$ cat config.mk
export PLATFORM = sky130hd
export DESIGN_NAME = encoder_compare_counter
export DESIGN_NICKNAME = d
export VERILOG_FILES = /design/src/shared/enc_cmp_pkg.sv /design/src/rtl/encoder_compare_counter.sv /design/src/rtl/pin_sync_edge.sv
export SDC_FILE = /design/constraint.sdc
export NUM_CORES = 1
export LEC_CHECK = 0
export ABC_AREA = 1
export BUFFER_PORTS_ARGS = -buffer_cell sky130_fd_sc_hd__buf_2
export CORE_UTILIZATION = 35
export DETAILED_ROUTE_END_ITERATION = 7
export PLACE_DENSITY_LB_ADDON = 0.3
export SETUP_SLACK_MARGIN = 0.4
export SKIP_LAST_GASP = 1
export SYNTH_ARGS = -nofsm -noshare
export SYNTH_HDL_FRONTEND = slang
export SYNTH_SLANG_ARGS = --single-unit
$ cat constraint.sdc
create_clock -name aclk -period 2.3 [get_ports aclk]
set_input_delay 0 -clock aclk [delete_from_list [all_inputs] [get_ports aclk]]
set_output_delay 0 -clock aclk [all_outputs]
set_load 0.005 [all_outputs]
$ cat src/shared/enc_cmp_pkg.sv
// Register map, field layout and types of the encoder compare counter
package enc_cmp_pkg;
  localparam int ADDR_W = 8;
  localparam int DATA_W = 32;
  localparam int STRB_W = DATA_W / 8;
  localparam int CNT_W = 24;
  localparam int LOW_W = 16;
  localparam int CTRL_W = 7;
  localparam int STAT_W = 2;
  localparam int PIN_N = 3;
  localparam logic [ADDR_W-1:0] CTRL_OFS = 8'h00;
  localparam logic [ADDR_W-1:0] STAT_OFS = 8'h04;
  localparam logic [ADDR_W-1:0] MASK_OFS = 8'h08;
  localparam logic [ADDR_W-1:0] CMPV_OFS = 8'h0C;
  localparam logic [ADDR_W-1:0] CNT_OFS = 8'h10;
  localparam int STAT_CMP = 0;
  localparam int STAT_ZDET = 1;
  localparam int PIN_PULSE = 0;
  localparam int PIN_DIR = 1;
  localparam int PIN_Z = 2;
  localparam logic [1:0] MODE_ENCODER = 2'h0;
  localparam logic [1:0] MODE_EVENT = 2'h1;
  localparam logic [1:0] MODE_TIMECNT = 2'h2;
  localparam logic [1:0] MODE_TIMER = 2'h3;
  localparam logic [1:0] RESP_OKAY = 2'h0;
  localparam logic [1:0] RESP_SLVERR = 2'h2;
  localparam logic [CNT_W-1:0] CNT_RESET = 24'h000000;
  localparam logic [CNT_W-1:0] CMPV_RESET = 24'h000000;
  localparam logic [LOW_W-1:0] LOW_STEP = 16'h0001;
  localparam logic [CNT_W-1:0] CNT_STEP = 24'h000001;
  localparam logic [STAT_W-1:0] STAT_RESET = 2'h0;

  // Control register, bit 0 is run, bit 6 is interrupt enable
  typedef struct packed {
    logic inten;
    logic cmpen;
    logic three_phase_enable;
    logic zen;
    logic [1:0] mode;
    logic run;
  } ctrl_t;

  typedef struct packed {
    logic z;
    logic dir;
    logic pulse;
  } pin_t;

  typedef enum {
    OP_ENC, OP_ENC_Z, OP_EVT2, OP_EVT3,
    OP_TCNT2, OP_TCNT3, OP_TMR, OP_TMR_Z
  } op_mode_t;
endpackage

$ cat src/rtl/encoder_compare_counter.sv
// Encoder compare stage and count register with an AXI4-Lite slave
// Operation
// - Encoder mode, compare on: count equal to low 16 compare bits sets flag
// - Encoder mode with Z: interrupt request withheld until Z detected
// - Event-count mode, compare on: low 16 bits match sets flag, Z ignored
// - Flag set and interrupt enable one gives request; else flag only
// - Timer-count mode: time counter equal to 24-bit value sets flag
// - Timer mode: internal counter equal to 24-bit value sets flag
// - Upper eight compare bits used only in timer-count and timer modes
// - Eight modes from two-bit mode field, Z enable, three-phase enable
`timescale 1ns/1ps
module encoder_compare_counter
  import enc_cmp_pkg::*;
(
  // Clock and reset
  input wire logic aclk,
  input wire logic aresetn,
  // AXI4-Lite write
  input wire logic [ADDR_W-1:0] awaddr,
  input wire logic awvalid,
  output logic awready,
  input wire logic [DATA_W-1:0] wdata,
  input wire logic [STRB_W-1:0] wstrb,
  input wire logic wvalid,
  output logic wready,
  output logic [1:0] bresp,
  output logic bvalid,
  input wire logic bready,
  // AXI4-Lite read
  input wire logic [ADDR_W-1:0] araddr,
  input wire logic arvalid,
  output logic arready,
  output logic [DATA_W-1:0] rdata,
  output logic [1:0] rresp,
  output logic rvalid,
  input wire logic rready,
  // Encoder pins
  input wire pin_t enc_pins,
  // Interrupts
  output logic encoder_irq_request,
  output logic irq
);
  ctrl_t ctrl_reg;
  logic [STAT_W-1:0] status_reg;
  logic [STAT_W-1:0] status_next;
  logic [STAT_W-1:0] mask_reg;
  logic [CNT_W-1:0] position_compare_value;
  logic [CNT_W-1:0] count_value_field;
  logic count_chg_reg;
  logic [ADDR_W-1:0] aw_addr_reg;
  logic [DATA_W-1:0] w_data_reg;
  logic [STRB_W-1:0] w_strb_reg;
  logic wr_go;
  logic [DATA_W-1:0] wr_val;
  logic [STAT_W-1:0] stat_set;
  logic [STAT_W-1:0] stat_clr;
  logic hit;
  logic irq_gate;
  op_mode_t op_mode;
  pin_t pin_lvl;
  pin_t pin_rise;

  // Byte-lane merge of a write into an old register value
  function automatic logic [DATA_W-1:0] merge(
    input logic [DATA_W-1:0] old_v,
    input logic [DATA_W-1:0] new_v,
    input logic [STRB_W-1:0] strb
  );
    logic [DATA_W-1:0] r;
    r = old_v;
    for (int i = 0; i < STRB_W; i++) begin
      if (strb[i]) begin
        r[i*8 +: 8] = new_v[i*8 +: 8];
      end
    end
    return r;
  endfunction

  // Mode decode from the control bits
  function automatic op_mode_t decode(input ctrl_t c);
    case (c.mode)
      MODE_ENCODER: return c.zen ? OP_ENC_Z : OP_ENC;
      MODE_EVENT: return c.three_phase_enable ? OP_EVT3 : OP_EVT2;
      MODE_TIMECNT: return c.three_phase_enable ? OP_TCNT3 : OP_TCNT2;
      default: return c.zen ? OP_TMR_Z : OP_TMR;
    endcase
  endfunction

  // Timer-type modes use all 24 bits
  function automatic logic wide_mode(input op_mode_t m);
    return m == OP_TCNT2 || m == OP_TCNT3 || m == OP_TMR || m == OP_TMR_Z;
  endfunction

  // Pin synchronisers, one per encoder pin
  generate
    for (genvar g = 0; g < PIN_N; g++) begin : g_sync
      pin_sync_edge u_sync (
        .aclk(aclk),
        .aresetn(aresetn),
        .pin_in(enc_pins[g]),
        .level(pin_lvl[g]),
        .rise(pin_rise[g])
      );
    end
  endgenerate

  assign op_mode = decode(ctrl_reg);

  // Write channel: address and data taken in either order
  assign wr_go = !awready && !wready && !bvalid;
  assign wr_val = merge(DATA_W'(0), w_data_reg, w_strb_reg);

  always_ff @(posedge aclk) begin
    if (!aresetn) begin
      awready <= 1'b1;
      aw_addr_reg <= '0;
    end else if (awvalid && awready) begin
      awready <= 1'b0;
      aw_addr_reg <= awaddr;
    end else if (bvalid && bready) begin
      awready <= 1'b1;
    end
  end

  always_ff @(posedge aclk) begin
    if (!aresetn) begin
      wready <= 1'b1;
      w_data_reg <= '0;
      w_strb_reg <= '0;
    end else if (wvalid && wready) begin
      wready <= 1'b0;
      w_data_reg <= wdata;
      w_strb_reg <= wstrb;
    end else if (bvalid && bready) begin
      wready <= 1'b1;
    end
  end

  always_ff @(posedge aclk) begin
    if (!aresetn) begin
      bvalid <= 1'b0;
      bresp <= RESP_OKAY;
    end else if (wr_go) begin
      bvalid <= 1'b1;
      case (aw_addr_reg)
        CTRL_OFS, STAT_OFS, MASK_OFS, CMPV_OFS, CNT_OFS: bresp <= RESP_OKAY;
        default: bresp <= RESP_SLVERR;
      endcase
    end else if (bvalid && bready) begin
      bvalid <= 1'b0;
    end
  end

  // Control, mask and compare registers
  always_ff @(posedge aclk) begin
    if (!aresetn) begin
      ctrl_reg <= '0;
      mask_reg <= STAT_RESET;
      position_compare_value <= CMPV_RESET;
    end else if (wr_go) begin
      case (aw_addr_reg)
        CTRL_OFS: ctrl_reg <= ctrl_t'(CTRL_W'(merge(DATA_W'(ctrl_reg),
                                    w_data_reg, w_strb_reg)));
        MASK_OFS: mask_reg <= STAT_W'(merge(DATA_W'(mask_reg), w_data_reg,
                                    w_strb_reg));
        // Upper byte dropped on write
        CMPV_OFS: position_compare_value <= CNT_W'(merge(
          DATA_W'(position_compare_value), w_data_reg,
          w_strb_reg));
        default: ;
      endcase
    end
  end

  // Counter: encoder pulses or internal time, per mode
  always_ff @(posedge aclk) begin
    if (!aresetn) begin
      count_value_field <= CNT_RESET;
      count_chg_reg <= 1'b0;
    end else begin
      count_chg_reg <= 1'b0;
      if (wr_go && aw_addr_reg == CNT_OFS) begin
        count_value_field <= CNT_W'(merge(DATA_W'(count_value_field),
                                   w_data_reg, w_strb_reg));
      end else if (ctrl_reg.run) begin
        case (op_mode)
          OP_ENC, OP_ENC_Z: begin
            if (pin_rise.pulse) begin
              count_chg_reg <= 1'b1;
              count_value_field <= {8'h00, pin_lvl.dir ?
                count_value_field[LOW_W-1:0] + LOW_STEP :
                count_value_field[LOW_W-1:0] - LOW_STEP};
            end
          end
          OP_EVT2, OP_EVT3: begin
            if (pin_rise.pulse) begin
              count_chg_reg <= 1'b1;
              count_value_field <= {8'h00,
                count_value_field[LOW_W-1:0] + LOW_STEP};
            end
          end
          OP_TCNT2, OP_TCNT3: begin
            // Time since the last pulse; a long gap is an error
            count_chg_reg <= 1'b1;
            count_value_field <= pin_rise.pulse ? CNT_RESET :
                                 count_value_field + CNT_STEP;
          end
          OP_TMR_Z: begin
            count_chg_reg <= 1'b1;
            count_value_field <= pin_rise.z ? CNT_RESET :
                                 count_value_field + CNT_STEP;
          end
          OP_TMR: begin
            count_chg_reg <= 1'b1;
            count_value_field <= count_value_field + CNT_STEP;
          end
          default: ;
        endcase
      end
    end
  end

  // Match check after each counter update
  assign hit = wide_mode(op_mode) ?
    count_value_field == position_compare_value :
    count_value_field[LOW_W-1:0] ==
      position_compare_value[LOW_W-1:0];

  // Set wins over a write-one clear in the same cycle
  always_comb begin
    stat_set = '0;
    stat_set[STAT_CMP] = ctrl_reg.run && ctrl_reg.cmpen && count_chg_reg &&
                         hit;
    stat_set[STAT_ZDET] = ctrl_reg.run && pin_rise.z;
    stat_clr = (wr_go && aw_addr_reg == STAT_OFS) ?
               wr_val[STAT_W-1:0] : '0;
    status_next = ctrl_reg.run ? ((status_reg & ~stat_clr) | stat_set) :
                  STAT_RESET;
  end

  always_ff @(posedge aclk) begin
    if (!aresetn) begin
      status_reg <= STAT_RESET;
    end else begin
      status_reg <= status_next;
    end
  end

  // Z-gated mode holds the request off until Z is seen
  assign irq_gate = op_mode != OP_ENC_Z || status_reg[STAT_ZDET];

  always_ff @(posedge aclk) begin
    if (!aresetn) begin
      encoder_irq_request <= 1'b0;
      irq <= 1'b0;
    end else begin
      encoder_irq_request <= status_reg[STAT_CMP] && ctrl_reg.inten &&
                             irq_gate;
      irq <= |(status_reg & mask_reg);
    end
  end

  // Read channel, no side effects on read
  always_ff @(posedge aclk) begin
    if (!aresetn) begin
      arready <= 1'b1;
      rvalid <= 1'b0;
      rdata <= '0;
      rresp <= RESP_OKAY;
    end else if (arvalid && arready) begin
      arready <= 1'b0;
      rvalid <= 1'b1;
      rresp <= RESP_OKAY;
      case (araddr)
        CTRL_OFS: rdata <= DATA_W'(ctrl_reg);
        STAT_OFS: rdata <= DATA_W'(status_reg);
        MASK_OFS: rdata <= DATA_W'(mask_reg);
        CMPV_OFS: rdata <= DATA_W'(position_compare_value);
        CNT_OFS: rdata <= DATA_W'(count_value_field);
        default: begin
          rdata <= '0;
          rresp <= RESP_SLVERR;
        end
      endcase
    end else if (rvalid && rready) begin
      rvalid <= 1'b0;
      arready <= 1'b1;
    end
  end
endmodule // encoder_compare_counter

$ cat src/rtl/pin_sync_edge.sv
// Two-stage synchroniser with rising edge detect for one pin
`timescale 1ns/1ps
module pin_sync_edge (
  // Clock and reset
  input wire logic aclk,
  input wire logic aresetn,
  // Pin and synchronised result
  input wire logic pin_in,
  output logic level,
  output logic rise
);
  logic meta_reg;
  logic sync_reg;
  logic prev_reg;

  // First stage feeds only the second stage
  always_ff @(posedge aclk) begin
    if (!aresetn) begin
      meta_reg <= 1'b0;
      sync_reg <= 1'b0;
      prev_reg <= 1'b0;
    end else begin
      meta_reg <= pin_in;
      sync_reg <= meta_reg;
      prev_reg <= sync_reg;
    end
  end

  assign level = sync_reg;
  assign rise = sync_reg & ~prev_reg;
endmodule // pin_sync_edge

==> impl_metrics.tcl <==
set metrics [dict create \
    vdd_drop_max_uv 484 \
    antenna_left 0 \
    place_area_sq_um 7430 \
    slew_headroom_pct 48.3 \
    nFillCells 1988 \
    die_w_um 141 \
    status "complete, no violations" \
    min_to "rresp[1]$_SDFFE_PN0P_" \
    mostFrequentLayoutCell "nand2_1" \
    grt_pass1_vias 6313 \
    slew_viol_final 0 \
    cp_max_fo 5 \
    critPathArrivalTime_ns 2.12 \
    fin_ws_ns 0.495 \
    port_buffers 85 \
    fin_area_sq_um 8600 \
    post-place-ws_ns 0.420 \
    cts_tree "built" \
    syn2layout_area_growth_pct 26.5 \
    synth-main-ff-cell "dfxtp_1" \
    cts-htree-levels 4 \
    async_flop_share_pct 0 \
    power.density_nw_per_um2 670 \
    grt_overflow 0 \
    finClkSkew_ns 0.0110 \
    ys_seq_area_share_pct 40.1 \
    min-delay-start "araddr[5]" \
    clockBufferDepth 2 \
    post-dp-hpwl_um 14300 \
    syn_inst 993 \
    yosysWarnings 0 \
    initial_core_util_pct 36.0 \
    num_rows 50 \
    path_buf_inv 1 \
    hold_path_depth 5 \
    via_count 6934 \
    nets 1183 \
    boundaryPins 105 \
    path_cells "ha_1 -> nand2_1 -> nor2_2 -> nand2_1 -> nor2_2 -> nand2_1 -> xor2_1 -> o21ai_0 -> o21ai_0 -> inv_1" \
    reg2reg_to "count_value_field[16]$_SDFFE_PN0P_" \
    avgSynthCellArea_sq_um 6.85 \
    synth.distinct_cells 43 \
    leakagePower_nw 3.65 \
    critical_path_class "reg -> reg" \
    total_power_mw 5.76 \
    wl_per_cell_um 14.6 \
    cap_violations 0 \
    drt-total-wl_um 20300 \
    rsz0062_at_grt "yes" \
    endpoint_kind "flop" \
    numCtsBuffers 17 \
    firstDrtPassIters 5 \
    routed_via_density 4.98 \
    r2r-start "count_value_field[1]$_SDFFE_PN0P_" \
    finalSetupViolations 0 \
    period_share_pct 78.5 \
    cts.sinks 136 \
    drc 0 \
    rr_worst_depth 10 \
    grt_first_pass_wirelength_um 32500 \
    die_y_um 141 \
    fmax_mhz 554 \
    grt.total_usage_pct 20.8 \
    drtIter0Drc 391 \
    yosys_register_bits 136 \
    antenna_found_initial 0 \
    hp-class "in -> reg" \
    cpPeakStageDelay_ns 0.37 \
    drive_gt1_share_pct 15.5 \
    cts-root-buf "clkbuf_16" \
    path_clk_slew_ns 0.06 \
    grt_max_degree 58 \
    fin_crit_ns 1.80 \
    path_delay_family "simple AND/OR/NAND/NOR gates" \
    antenna_cells 0 \
    rrSetupSlack_ns 0.50 \
    final_cell_mix "nand2_1 (187), dfxtp_1 (128), nor2_1 (125)" \
    hold_violations 0 \
    crit_path_start_kind "flop" \
    syn_area_sq_um 6800 \
    tns_ns 0 \
    synth_edf_count 0 \
    core_area_sq_um 18900 \
    dieArea_sq_um 20000 \
    worstPathRequired_ns 2.61 \
    cpMostUsedCell "nand2_1" \
    worst_slew_pin_slew_ns 0.770 \
    gp_congestion 0.936 \
    cp_slowest_cell "dfxtp_2" \
    holdWs_ns 0.0391 \
    clock_latency_ns 0.43 \
]
## logic make-up (layout without fill, tap and decap cells)
family / count (synthesis) / in the layout / share of synthesized area, %
other: 1 / 10 / 0.0552
xor gates and xnor gates: 19 / 19 / 2.45
adders and majority gates: 2 / 2 / 0.368
and+or+nand+nor: 413 / 413 / 26.0
buffers and inverters: 159 / 289 / 9.88
DFF: 136 / 136 / 40.1
AOI/OAI and AO/OA: 263 / 263 / 21.2
## what timing repair did
action	in CTS	in global routing
endpoints found under the hold margin	44	0
endpoints found under the setup margin	0	65
resized for setup	0	22
buffers inserted	0	11
hold buffers	42	0
## metal layers
| metal | share of wire (%) | GRT usage (%) | wire length, um | vias up |
|---|---|---|---|---|
| li1 | - | - | - | 3529 |
| met1 | 48 | 28.4 | 9800 | 3206 |
| met2 | 46 | 33.4 | 9290 | 181 |
| met3 | 4.7 | 3.78 | 952 | 18 |
| met4 | 1.2 | 6.01 | 242 | 0 |
| met5 | 0 | 0 | 0 | - |
## layout make-up
| cell class | count | area, sq um | area share, % |
|---|---|---|---|
| clock inverter | 12 | 140 | 1.63 |
| tap | 260 | 325 | 3.78 |
| clock buffer | 20 | 457 | 5.31 |
| multi-input combinational | 707 | 3480 | 40.4 |
| sequential | 136 | 2730 | 31.8 |
| timing repair buffer | 153 | 1070 | 12.4 |
| inverter | 104 | 400 | 4.66 |
## synth_stat cells (all sizes together), types with 3 or more instances
cell	count	area share [%]
xor2	13	1.7
a21oi	110	8.1
clkinv	3	0.17
nor2	130	7.2
nand3	54	4.2
o31ai	3	0.33
o22ai	16	1.5
xnor2	6	0.77
nor4	3	0.28
nor3	15	1.7
a211oi	16	1.8
buf	25	2.4
dfxtp	136	40
clkbuf	30	1.7
nand2	191	11
o211ai	8	0.88
nand4	14	1.3
inv	101	5.6
o21ai	106	8.1
## report_power, final
part	leakage [nW]	total [mW]	internal, mW	switching, mW
clock	0.284	2.76	1.67	1.09
sequential	1.11	2.50	2.43	0.0730
combinational	2.25	0.490	0.206	0.284
## worst reg2reg max path: cells and delay by family (launching register included)
kind,cells,cell delay (ns)
adders and majority gates,1,0.18
DFF,1,0.37
AOI/OAI and AO/OA,2,0.27
and+or+nand+nor,5,0.67
buffers and inverters,1,0.05
xor gates and xnor gates,1,0.15
## stage by stage
step / util, % / std cells
after global routing: 45.5 / 1392
after floorplan: - / 1002
after detailed placement: 39.3 / 1307
after CTS: 44.7 / 1381
after global placement: 39.3 / 1307
final: 45.5 / 1392
## worst max-delay path by stage
stage | startpoint | end | slack, ns | depth (start not counted)
floorplan | aw_addr_reg[0]$_SDFFE_PN0P_ | count_value_field[18]$_SDFFE_PN0P_ | 0.72 | 9
global placement | aw_addr_reg[0]$_SDFFE_PN0P_ | count_value_field[9]$_SDFFE_PN0P_ | 0.46 | 8
detailed placement | aw_addr_reg[0]$_SDFFE_PN0P_ | count_value_field[9]$_SDFFE_PN0P_ | 0.42 | 8
CTS | aw_addr_reg[0]$_SDFFE_PN0P_ | count_value_field[1]$_SDFFE_PN0P_ | 0.40 | 9
global route | count_value_field[1]$_SDFFE_PN0P_ | count_value_field[16]$_SDFFE_PN0P_ | 0.36 | 10
finish | count_value_field[1]$_SDFFE_PN0P_ | count_value_field[16]$_SDFFE_PN0P_ | 0.50 | 10
Note: power is estimated with default switching activity, not from simulation.
